File: src/piu_params.svh
/*
 * Constants of the prioritized interrupt unit: register map, option bit positions,
 * vector addresses and timing counts.
 * Assumes inclusion by bare name from the package.
 */
`ifndef PIU_PARAMS_SVH
`define PIU_PARAMS_SVH

// ****************************************
// Register map (byte addresses on the bus)
// ****************************************
`define PIU_ADR_OPTION 8'hC8
`define PIU_ADR_EVENTS 8'hCC
`define PIU_ADR_STATUS 8'hD0
`define PIU_OPTION_RST 8'h00

// ****************************************
// Option bit positions
// ****************************************
`define PIU_BIT_LES 6
`define PIU_BIT_ESB 5
`define PIU_BIT_GEN 4

// ****************************************
// Vector addresses, low byte of each pair
// ****************************************
`define PIU_VEC_NMI 12'hFFC
`define PIU_VEC_SRC1 12'hFF6
`define PIU_VEC_SRC2 12'hFF4
`define PIU_VEC_SRC3 12'hFF2
`define PIU_VEC_SRC4 12'hFF0

// ****************************************
// Timing: option write lasts 4 core cycles of 16 ns
// ****************************************
`define PIU_CORE_CYC_NS 16
`define PIU_CLK_NS 4
`define PIU_LDI_CYCLES 4
`define PIU_LDI_HAZARD 3

`endif

File: src/piu_pkg.sv
/*
 * Types of the prioritized interrupt unit.
 * Assumes piu_params.svh is on the include path.
 */
package piu_pkg;
    `include "piu_params.svh"

    typedef enum logic [1:0] {
        PIU_MODE_NORMAL = 2'b00,
        PIU_MODE_IRQ = 2'b01,
        PIU_MODE_NMI = 2'b11
    } piu_mode_e;

    typedef enum logic [1:0] {
        PIU_ST_RUN = 2'b00,
        PIU_ST_ENTRY = 2'b01,
        PIU_ST_VECTOR = 2'b11
    } piu_state_e;

    // Carry and zero flag pair
    typedef struct packed {
        logic carry;
        logic zero;
    } piu_flags_s;

    // Core handshake toward the unit
    typedef struct packed {
        logic insn_end;
        logic return_from_interrupt;
        logic [11:0] pc;
        logic sleeping;
        piu_flags_s flags_out;
    } piu_core_req_s;

    typedef struct packed {
        logic [7:0] option;
        logic [3:0] events;
        logic nmi_latch;
        logic src1_latch;
        logic src2_latch;
        logic src1_prev;
        logic src2_prev;
        piu_mode_e mode;
        piu_mode_e prev_mode;
        piu_mode_e prev2_mode;
        piu_state_e state;
        logic [2:0] src_sel;
        logic skip_swap;
        logic [4:0] wr_cnt;
        piu_flags_s flg_normal;
        piu_flags_s flg_irq;
        piu_flags_s flg_nmi;
        piu_flags_s flags_in;
        logic [11:0] pc_load;
        logic pc_load_en;
        logic [11:0] stack_data;
        logic stack_push;
        logic stack_pop;
        logic inhibit;
        logic wake;
        logic entry_pulse;
        logic ack;
        logic [31:0] dat;
    } piu_state_s;
endpackage

File: src/piu_unit.sv
/*
 * Prioritized interrupt unit of an 8-bit core: one non-maskable and four
 * maskable sources, option register, entry and return sequencing with flag sets.
 * Assumes a classic Wishbone master on sys_clk, and a core that pulses insn_end
 * at each instruction boundary and return_from_interrupt on the return instruction.
 */
// Implementation choices: the address map and the Wishbone slave port.
`timescale 1ns/1ps

module piu_unit
    import piu_pkg::*;
#(
    parameter int LDI_CYC = (`PIU_LDI_CYCLES * `PIU_CORE_CYC_NS) / `PIU_CLK_NS,
    parameter int HAZ_CYC = (`PIU_LDI_HAZARD * `PIU_CORE_CYC_NS) / `PIU_CLK_NS
) (
    // Clock and reset
    input wire logic sys_clk,
    input wire logic rst_b,
    // Wishbone slave
    input wire logic wb_cyc_i,
    input wire logic wb_stb_i,
    input wire logic wb_we_i,
    input wire logic [7:0] wb_adr_i,
    input wire logic [3:0] wb_sel_i,
    input wire logic [31:0] wb_dat_i,
    output logic [31:0] wb_dat_o,
    output logic wb_ack_o,
    // Interrupt sources, active low lines except src2, whose edge polarity is set by the option register; event_in is active high and sets event flags
    input wire logic nmi_b,
    input wire logic src1_b,
    input wire logic src2,
    input wire logic src3_b,
    input wire logic src4_b,
    input wire logic [3:0] event_in,
    // Core handshake
    input wire piu_core_req_s core_i,
    output logic [11:0] pc_load,
    output logic pc_load_en,
    output logic [11:0] stack_data,
    output logic stack_push,
    output logic stack_pop,
    output piu_flags_s flags_in,
    output piu_mode_e mode,
    output logic wake
);

    piu_state_s s_r;
    piu_state_s s_nxt;
    logic gen;
    logic src1_level_select;
    logic src2_edge_polarity;
    logic wr_hit;
    logic req1;
    logic req2;
    logic req3;
    logic req4;
    logic any_mask;
    logic hazard;

    assign gen = s_r.option[`PIU_BIT_GEN];
    assign src1_level_select = s_r.option[`PIU_BIT_LES];
    assign src2_edge_polarity = s_r.option[`PIU_BIT_ESB];
    assign wr_hit = wb_cyc_i && wb_stb_i && wb_we_i && wb_sel_i[0] && !s_r.ack;

    // Level sources look straight at the line; edge sources look at the latch
    assign req1 = src1_level_select ? !src1_b : s_r.src1_latch;
    assign req2 = s_r.src2_latch;
    assign req3 = !src3_b;
    assign req4 = !src4_b;
    // Enable still counts as set while a clearing write is inside its first cycles
    assign hazard = s_r.wr_cnt > 5'(LDI_CYC - HAZ_CYC);
    assign any_mask = (gen || hazard) && (req1 || req2 || req3 || req4);

    // ****************************************
    // Next state
    // ****************************************
    always_comb begin
        s_nxt = s_r;
        s_nxt.pc_load_en = 1'b0;
        s_nxt.stack_push = 1'b0;
        s_nxt.stack_pop = 1'b0;
        s_nxt.entry_pulse = 1'b0;
        s_nxt.ack = 1'b0;
        s_nxt.src1_prev = src1_b;
        s_nxt.src2_prev = src2;
        // Edge detection: second and later edges collapse into the held latch
        if (!src1_level_select && s_r.src1_prev && !src1_b) begin
            s_nxt.src1_latch = 1'b1;
        end
        if (src2_edge_polarity ? (!s_r.src2_prev && src2) : (s_r.src2_prev && !src2)) begin
            s_nxt.src2_latch = 1'b1;
        end
        if (!nmi_b) begin
            s_nxt.nmi_latch = 1'b1;
        end
        s_nxt.events = s_r.events | event_in;
        // Bus slave; reads of the option register give zero since it is write-only
        if (wb_cyc_i && wb_stb_i && !s_r.ack) begin
            s_nxt.ack = 1'b1;
            s_nxt.dat = 32'h0;
            if (wb_adr_i == `PIU_ADR_EVENTS) begin
                s_nxt.dat = {28'h0, s_r.events};
                if (wb_we_i && wb_sel_i[0]) begin
                    // Write one to clear, a new event wins
                    s_nxt.events = (s_r.events & ~wb_dat_i[3:0]) | event_in;
                end
            end else if (wb_adr_i == `PIU_ADR_STATUS) begin
                s_nxt.dat = {21'h0, s_r.nmi_latch, s_r.src2_latch, s_r.src1_latch, s_r.inhibit,
                    s_r.src_sel, 2'h0, s_r.mode};
            end
        end
        if (wr_hit && wb_adr_i == `PIU_ADR_OPTION) begin
            s_nxt.option = wb_dat_i[7:0];
            // An option write that clears global enable opens the flag-swap hazard
            s_nxt.wr_cnt = (gen && !wb_dat_i[`PIU_BIT_GEN]) ? 5'(LDI_CYC) : 5'h00;
        end else if (s_r.wr_cnt != 5'h00) begin
            s_nxt.wr_cnt = s_r.wr_cnt - 5'h01;
        end
        s_nxt.wake = core_i.sleeping && gen && (s_r.nmi_latch || req1 || req2 || req3 || req4);
        unique case (s_r.state)
            PIU_ST_RUN: begin
                if (core_i.return_from_interrupt && s_r.mode != PIU_MODE_NORMAL) begin
                    s_nxt.stack_pop = 1'b1;
                    s_nxt.mode = s_r.prev_mode;
                    s_nxt.prev_mode = s_r.prev2_mode;
                    s_nxt.prev2_mode = PIU_MODE_NORMAL;
                    s_nxt.inhibit = (s_r.prev_mode != PIU_MODE_NORMAL);
                    unique case (s_r.mode)
                        PIU_MODE_IRQ: s_nxt.flg_irq = core_i.flags_out;
                        PIU_MODE_NMI: s_nxt.flg_nmi = core_i.flags_out;
                        default: s_nxt.flg_normal = core_i.flags_out;
                    endcase
                    unique case (s_r.prev_mode)
                        PIU_MODE_IRQ: s_nxt.flags_in = s_r.flg_irq;
                        PIU_MODE_NMI: s_nxt.flags_in = s_r.flg_nmi;
                        default: s_nxt.flags_in = s_r.flg_normal;
                    endcase
                end else if (core_i.insn_end) begin
                    if (s_r.nmi_latch && s_r.mode != PIU_MODE_NMI) begin
                        s_nxt.src_sel = 3'h0;
                        s_nxt.state = PIU_ST_ENTRY;
                    end else if (any_mask && !s_r.inhibit) begin
                        s_nxt.state = PIU_ST_ENTRY;
                        if (req1) begin
                            s_nxt.src_sel = 3'h1;
                        end else if (req2) begin
                            s_nxt.src_sel = 3'h2;
                        end else if (req3) begin
                            s_nxt.src_sel = 3'h3;
                        end else begin
                            s_nxt.src_sel = 3'h4;
                        end
                    end
                    s_nxt.skip_swap = !s_r.nmi_latch && s_r.mode == PIU_MODE_NORMAL
                        && hazard;
                end
            end
            PIU_ST_ENTRY: begin
                // Swap flags unless skip_swap is set, push PC, inhibit maskables, clear latch
                unique case (s_r.mode)
                    PIU_MODE_IRQ: s_nxt.flg_irq = core_i.flags_out;
                    PIU_MODE_NMI: s_nxt.flg_nmi = core_i.flags_out;
                    default: s_nxt.flg_normal = core_i.flags_out;
                endcase
                if (s_r.src_sel == 3'h0) begin
                    s_nxt.flags_in = s_r.flg_nmi;
                    s_nxt.mode = PIU_MODE_NMI;
                    s_nxt.nmi_latch = !nmi_b;
                end else begin
                    if (!s_r.skip_swap) begin
                        s_nxt.flags_in = s_r.flg_irq;
                    end
                    s_nxt.mode = PIU_MODE_IRQ;
                    if (s_r.src_sel == 3'h1) begin
                        s_nxt.src1_latch = 1'b0;
                    end
                    if (s_r.src_sel == 3'h2) begin
                        s_nxt.src2_latch = 1'b0;
                    end
                end
                s_nxt.prev2_mode = s_r.prev_mode;
                s_nxt.prev_mode = s_r.mode;
                s_nxt.stack_data = core_i.pc;
                s_nxt.stack_push = 1'b1;
                s_nxt.inhibit = 1'b1;
                s_nxt.entry_pulse = 1'b1;
                s_nxt.state = PIU_ST_VECTOR;
            end
            PIU_ST_VECTOR: begin
                unique case (s_r.src_sel)
                    3'h0: s_nxt.pc_load = `PIU_VEC_NMI;
                    3'h1: s_nxt.pc_load = `PIU_VEC_SRC1;
                    3'h2: s_nxt.pc_load = `PIU_VEC_SRC2;
                    3'h3: s_nxt.pc_load = `PIU_VEC_SRC3;
                    default: s_nxt.pc_load = `PIU_VEC_SRC4;
                endcase
                s_nxt.pc_load_en = 1'b1;
                s_nxt.state = PIU_ST_RUN;
            end
            default: s_nxt.state = PIU_ST_RUN;
        endcase
    end

    // ****************************************
    // State register
    // ****************************************
    always_ff @(posedge sys_clk or negedge rst_b) begin
        if (!rst_b) begin
            s_r <= '0;
            s_r.option <= `PIU_OPTION_RST;
            s_r.src1_prev <= 1'b1;
            s_r.src2_prev <= 1'b1;
        end else begin
            s_r <= s_nxt;
        end
    end

    assign wb_dat_o = s_r.dat;
    assign wb_ack_o = s_r.ack;
    assign pc_load = s_r.pc_load;
    assign pc_load_en = s_r.pc_load_en;
    assign stack_data = s_r.stack_data;
    assign stack_push = s_r.stack_push;
    assign stack_pop = s_r.stack_pop;
    assign flags_in = s_r.flags_in;
    assign mode = s_r.mode;
    assign wake = s_r.wake;
endmodule

File: config.mk
export PLATFORM = sky130hd
export DESIGN_NAME = piu_unit
export DESIGN_NICKNAME = d
export VERILOG_FILES = /design/src/piu_pkg.sv /design/src/piu_unit.sv
export VERILOG_INCLUDE_DIRS = /design/src
export SDC_FILE = /design/constraint.sdc
export NUM_CORES = 1
export LEC_CHECK = 0
export BUFFER_PORTS_ARGS = -buffer_cell sky130_fd_sc_hd__buf_2
export CORE_MARGIN = 8
export CORE_UTILIZATION = 49
export CTS_CLUSTER_SIZE = 8
export DETAILED_ROUTE_END_ITERATION = 8
export PLACE_DENSITY = 0.77
export SLEW_MARGIN = 10
export SYNTH_ARGS = -nofsm -noshare
export SYNTH_HDL_FRONTEND = slang
export SYNTH_SLANG_ARGS = --single-unit
File: constraint.sdc
create_clock -name sys_clk -period 1.8 [get_ports sys_clk]
set_input_delay 0 -clock sys_clk [delete_from_list [all_inputs] [get_ports sys_clk]]
set_output_delay 0 -clock sys_clk [all_outputs]
set_load 0.02 [all_outputs]
==> flow_summary_export.csv, run 1 <==
group,metric,value,unit
clock_tree,cts_resized,0,
drt,drt_iter0_drc,120,
timing,fin_worst_skew,0.00834,ns
timing,rsz0062_at_grt,"no",
flow_run,drv_cap,0,
timing,slew_viol_final,0,
finish,stdcell_count,532,
timing,fin_setup_tns,0,ns
global_route,grt_first_pass_wirelength,13100,um
yosys,yosys.cell_types.count,56,
critical_path,crit_path_max_incr_delay,0.48,ns
die,pin_count,140,
power_and_ir_drop,p_leak,2.17,nW
yosys,async_flop_share,100,%
die,fp.dieW,101,um
die,fp.dieH,101,um
timing,hold_violations,0,
yosys,ys.flop_type,"dfrtp_1",
finish,most-common-layout-cells,"buf_2, dfrtp_1, nand2_1, dlygate4sd3_1, conb_1",
timing,period_share,91.6,%
yosys,synth_top_area_share,48.3,%
drt,remaining_drc_errors,0,
critical_path,crit_slowest_cell,"or3b_2",
critical_path,cp-end-kind,"flop",
clock_tree,clock-sinks,70,
yosys,synth-seq-cells,70,
placed_design,gp_congestion,0.777,
min_path,holdCritPathClass,"in2reg",
yosys,netlist_area,3530,um2
finish,final_common_cell,"buf_2",
drt,routedWlPerCell,14.9,um
drt,viasPerCell,4.89,
finish,synthToLayoutAreaGrowth,20.9,%
yosys,avgSynthCellArea,10.4,um2
yosys,synth_cells,338,
finish,final_core_util,60.1,%
critical_path,start_kind,"flop",
timing,fmax,606,MHz
critical_path,path_max_fanout,3,
drt,drtAntennaViolNets,0,
die,design.core.area,7100,um2
clock_tree,cts_max_level,3,
yosys,yosys_warnings,0,
global_route,grt.total_usage,16.2,%
critical_path,crit_chain,"inv_1 -> ha_1 -> or3b_2 -> nor3_1 -> a21oi_1 -> mux2i_1",
timing,finalCriticalPeriod,1.65,ns
global_route,globalRouteOverflowTotal,0,
finish,nFillCells,639,
yosys,synth_enable_flop_cells,0,
drt,first_pass_iters,4,
global_route,first_global_vias,2777,
placed_design,dp_cells,483,
drt,dr_total_vias,2600,
finish,design_area,4260,um2
clock_tree,tritoncts,"yes",
yosys,netlist.top_cell.by_area,"dfrtp_1",
critical_path,critical_path_class,"reg2reg",
power_and_ir_drop,ir_drop,0.000720,V
timing,slew_headroom,61.4,%
die,die_area,10200,um2
yosys,ys_seq_area_share,49.8,%
clock_tree,clk_pin_slew,0.07,ns
critical_path,arrival,1.90,ns
drt,drt_wl_total,7900,um
die,initial_utilization,49.7,%
placed_design,dp_hpwl,5540,um
placed_design,port_buffers,89,
finish,drive_above_1_share,31.4,%
clock_tree,clockBufferDepth,2,
clock_tree,hold_buffers,33,
global_route,grt_max_degree,71,
critical_path,worstPathRequired,2.05,ns
clock_tree,post_cts_buffers,0,
clock_tree,cts-root-buf,"clkbuf_8",
finish,nNetsFinal,505,
placed_design,placed_area,3730,um2
timing,worstMarginPinSlew,0.571,ns
power_and_ir_drop,p_per_area,1480,nW/um2
global_route,grt_antenna_before_repair,0,
clock_tree,cts-buffers-inserted,9,
finish,n_antenna_cell,0,
outcome,status,"finished, final reports clean",
die,rows,31,
clock_tree,insertion_delay,0.33,ns
yosys,ys_top_cells_by_area,"dfrtp_1, buf_4, nand2_1, mux2_2, a22o_1",
timing,setup_viol,0,
## logic make-up (layout without fill, tap and decap cells)
family | count (synthesis) | after routing | share of synthesized area (%)
multiplexers | 18 | 18 | 5.78
AND/OR/NAND/NOR | 107 | 107 | 15.0
adder cells (fa/ha/maj) | 2 | 2 | 0.710
flip-flops | 70 | 70 | 49.8
buffers and inverters | 87 | 161 | 16.4
AO/OA/AOI/OAI | 52 | 52 | 11.9
XOR/XNOR | 1 | 1 | 0.248
other | 1 | 22 | 0.106
## report_power, final
group,internal (mW),switching (mW),total (mW),leakage (nW)
clock network,0.715,0.563,1.28,0.0996
registers,2.06,0.422,2.49,0.856
logic,1.08,1.46,2.53,1.21
## path summary, 6_finish.rpt
| check | from | end | slack (ns) | cells past startpoint |
|---|---|---|---|---|
| worst max register to register | s_r[71]$_DFFE_PN0P_ | s_r[75]$_DFFE_PN0P_ | 0.15 | 6 |
| worst min-delay path | src4_b | wake$_DFF_PN0_ | 0.09 | 3 |
| max in group asynchronous | rst_b | s_r[89]$_DFF_PN1_ | 1.25 | 3 |
| min in group asynchronous | rst_b | s_r[72]$_DFFE_PN0P_ | 0.24 | 3 |
| worst min register to register | stack_data[2]$_DFFE_PN0P_ | stack_data[2]$_DFFE_PN0P_ | 0.47 | 2 |
| worst max-delay path | s_r[71]$_DFFE_PN0P_ | s_r[75]$_DFFE_PN0P_ | 0.15 | 6 |
## stage by stage
stage | hold slack (ns) | total power, mW | setup slack, ns
after detailed placement | 0.0794 | 5.02 | 0.171
after global placement | 0.0504 | 4.91 | 0.221
final | 0.0934 | 6.30 | 0.151
after global routing | 0.0947 | 6.76 | 0.0212
after CTS | 0.0747 | 6.36 | 0.164
after floorplan | -0.296 | 4.68 | 0.156
## area by class of cell
class | count | area, um2 | area share (%)
clock buffer | 13 | 159 | 3.73
timing repair buffer | 132 | 863 | 20.3
multi-input combinational | 202 | 1270 | 29.8
sequential | 70 | 1750 | 41.2
inverter | 13 | 48.8 | 1.14
clock inverter | 3 | 42.5 | 0.998
tap | 99 | 124 | 2.91
## per-layer routing
layer  GRT usage, %  up-vias  wire length, um
met2           28.2       79             4030
met1           18.3     1264             3240
met5              0        -                0
li1               -     1249                -
met4           7.09        0               96
met3           3.94        8              543
## cell usage after synthesis (all sizes together), types with 3 or more instances
library cell  count
a21oi             7
and3              5
o21ai             7
buf              68
nor3              5
clkbuf            6
a32o              3
nand2            45
nand2b            9
nand3b            3
a22o             11
inv              13
dfrtp            68
a31oi            10
mux2i             5
nand4             3
nor2             21
mux2             13
## registers in the layout, summed over array words and instances, names as in the netlist, 2 cells and up
| name | flops |
|---|---|
| s_r | 32 |
| stack_data | 12 |
| wb_dat_o | 11 |
| pc_load | 4 |
| flags_in | 2 |
| mode | 2 |
## worst max-delay path: cells and delay by family, from the launching register on
family	cells	cell delay (ns)
buffers and inverters	1	0.11
multiplexers	1	0.16
AO/OA/AOI/OAI	1	0.07
adder cells (fa/ha/maj)	1	0.19
flip-flops	1	0.37
AND/OR/NAND/NOR	2	0.67
Power figures use the tool's default switching activity.
==> run 2, diff against run 1 <==
--- a/config.mk
+++ b/config.mk
@@ -8,10 +8,10 @@
 export LEC_CHECK = 0
 export BUFFER_PORTS_ARGS = -buffer_cell sky130_fd_sc_hd__buf_2
 export CORE_MARGIN = 8
-export CORE_UTILIZATION = 49
+export CORE_UTILIZATION = 52
 export CTS_CLUSTER_SIZE = 8
 export DETAILED_ROUTE_END_ITERATION = 8
-export PLACE_DENSITY = 0.77
+export PLACE_DENSITY = 0.81
 export SLEW_MARGIN = 10
 export SYNTH_ARGS = -nofsm -noshare
 export SYNTH_HDL_FRONTEND = slang
==> constraint.sdc (replaced) <==
create_clock -name sys_clk -period 2 [get_ports sys_clk]
set_input_delay 0 -clock sys_clk [delete_from_list [all_inputs] [get_ports sys_clk]]
set_output_delay 0 -clock sys_clk [all_outputs]
set_load 0.02 [all_outputs]
==> run 2 against run 1 <==
  * Global-route usage increased by 0.59 points
  * Power is 13% lower
  * Clock skew increased by 0.0025 ns
  * Worst hold slack worse by 0.017 ns
  * Register-to-register slack worse by 0.02 ns
  * Non-clock buffer count is 3 lower
  * Critical path depth is the same
  * Clock power down 21%
  * Cell count fell by 4.1%
  * Combinational power is 11% lower
  * Sequential power decreased by 10%
  * Maximum frequency down 12%
  * Largest cell class unchanged
  * Highest routed layer unchanged
==> flow_summary_export.csv, run 2 (synthesized netlist as in run 1, its figures left out) <==
group,metric,value,unit
critical_path,path_max_fanout,4,
finish,largest_reg_flops,32,
global_route,grt_first_pass_wirelength,13200,um
clock_tree,clockBufferDepth,2,
clock_tree,clk_pin_slew,0.07,ns
drt,remaining_drc_errors,0,
drt,highest_layer,"met4",
drt,routed-wl-met2,3970,um
timing,finalCriticalPeriod,1.87,ns
global_route,globalRouteOverflowTotal,0,
finish,most-common-layout-cells,"buf_2, dfrtp_1, nand2_1, dlygate4sd3_1, conb_1",
global_route,first_global_vias,2801,
power_and_ir_drop,p_int,3.31,mW
critical_path,crit_path_max_incr_delay,0.56,ns
power_and_ir_drop,ir_drop,0.000653,V
clock_tree,clock-sinks,70,
timing,rsz0062_at_grt,"no",
critical_path,worstPathRequired,2.22,ns
finish,synthToLayoutAreaGrowth,18.9,%
power_and_ir_drop,p_per_area,1310,nW/um2
min_path,holdCritPathClass,"in2reg",
flow_run,drv_cap,0,
clock_tree,cts-root-buf,"clkbuf_8",
finish,nNetsFinal,502,
timing,hold_violations,0,
finish,nFillCells,568,
critical_path,cp_num_buf_inv,2,
die,initial_utilization,52.8,%
global_route,grt_antenna_before_repair,0,
power_and_ir_drop,p_leak,2.13,nW
drt,viasPerCell,5.07,
drt,wl_met1,3190,um
clock_tree,tritoncts,"yes",
drt,drtAntennaViolNets,0,
die,pin_count,140,
drt,first_pass_iters,5,
timing,worstMarginPinSlew,0.692,ns
critical_path,arrival,2.09,ns
critical_path,cp-end-kind,"flop",
placed_design,port_buffers,89,
clock_tree,insertion_delay,0.33,ns
timing,period_share,93.6,%
power_and_ir_drop,pwr-share-clk,18.5,%
power_and_ir_drop,comb_power_share,40.9,%
timing,fin_setup_tns,0,ns
placed_design,dp_hpwl,5510,um
drt,dr_total_vias,2587,
die,fp.dieH,98.3,um
finish,largest-register,"s_r",
global_route,grt_max_degree,42,
finish,final_common_cell,"buf_2",
drt,drt_iter0_drc,54,
die,rows,30,
timing,slew_headroom,53.9,%
global_route,grt.total_usage,16.8,%
critical_path,reg2reg_slack,0.13,ns
critical_path,critical_path_class,"reg2reg",
timing,setup_viol,0,
critical_path,path_delay_family,"simple AND/OR/NAND/NOR gates",
critical_path,start_kind,"flop",
placed_design,gp_congestion,0.804,
drt,routedWlPerCell,15.4,um
die,fp.dieW,98.3,um
outcome,status,"finished, final reports clean",
critical_path,crit_chain,"nand3b_1 -> inv_2 -> and4_1 -> and3_2 -> a31oi_1 -> dlygate4sd3_1",
power_and_ir_drop,p_sw_share,39.7,%
power_and_ir_drop,p_switching,2.18,mW
power_and_ir_drop,seq_power_share,40.6,%
finish,final_core_util,62.8,%
timing,slew_viol_final,0,
timing,fin_worst_skew,0.0108,ns
drt,wl_met3,586,um
critical_path,crit_slowest_cell,"dlygate4sd3_1",
die,design.core.area,6680,um2
finish,n_antenna_cell,0,
clock_tree,cts_max_level,3,
drt,drt_wl_total,7850,um
timing,fmax,534,MHz
die,die_area,9670,um2
power_and_ir_drop,power,5.48,mW
finish,drive_above_1_share,31.4,%
clock_tree,cts-buffers-inserted,9,
run 2: worst paths after layout:
check / start / to / cells past startpoint
max: wb_ack_o$_DFF_PN0_ / s_r[96]$_DFF_PN0_ / 6
min: core_i[15] / s_r[80]$_DFFE_PN0P_ / 4
max reg2reg: wb_ack_o$_DFF_PN0_ / s_r[96]$_DFF_PN0_ / 6
min reg2reg: stack_data[11]$_DFFE_PN0P_ / stack_data[11]$_DFFE_PN0P_ / 2
max in group asynchronous: rst_b / stack_data[9]$_DFFE_PN0P_ / 3
min in group asynchronous: rst_b / wb_ack_o$_DFF_PN0_ / 2
run 2: per-stage QoR:
stage | hold WS, ns | setup slack (ns) | cells | cell area, um2
final | 0.0760 | 0.128 | 510 | 4190
after global routing | 0.0889 | 0.00742 | 510 | 4190
after CTS | 0.0707 | 0.0997 | 510 | 4190
after detailed placement | 0.0871 | 0.320 | 461 | 3680
after global placement | 0.0860 | 0.355 | 461 | 3680
after floorplan | -0.296 | 0.356 | 359 | 3600
run 2: worst register-to-register path, cell delays in order (launching register included):
cell           delay [ns]
dfrtp_1              0.37
nand3b_1             0.19
inv_2                0.07
and4_1               0.23
and3_2               0.24
a31oi_1              0.09
dlygate4sd3_1        0.56
run 2: per-layer routing:
layer | up-vias | GRT usage (%)
met1 | 1255 | 18.4
met3 | 8 | 5.76
met5 | - | 0
met2 | 77 | 29.2
met4 | 0 | 6.38
li1 | 1247 | -
run 2: area by class of cell:
| class | count | area (um2) | area share [%] |
|---|---|---|---|
| sequential | 70 | 1750 | 41.8 |
| multi-input combinational | 202 | 1270 | 30.3 |
| timing repair buffer | 129 | 841 | 20.0 |
| clock buffer | 12 | 155 | 3.70 |
| tap | 80 | 100 | 2.39 |
| inverter | 13 | 48.8 | 1.16 |
| clock inverter | 4 | 22.5 | 0.537 |
run 2: power groups by stage:
stage	logic, mW	registers (mW)	clock network (mW)
6_report	2.24	2.23	1.01
5_1_grt	2.48	2.30	1.10
4_1_cts	2.25	2.23	1.04
3_5_place_dp	2.21	2.25	0
3_3_place_gp	2.14	2.22	0
2_1_floorplan	2.09	2.12	0
run 2: timing repair:
item,4_1_cts,5_1_grt
setup buffers,0,0
resized for setup,0,1
endpoints found under the setup margin,0,4
endpoints found under the hold margin,59,0
hold buffers,33,0
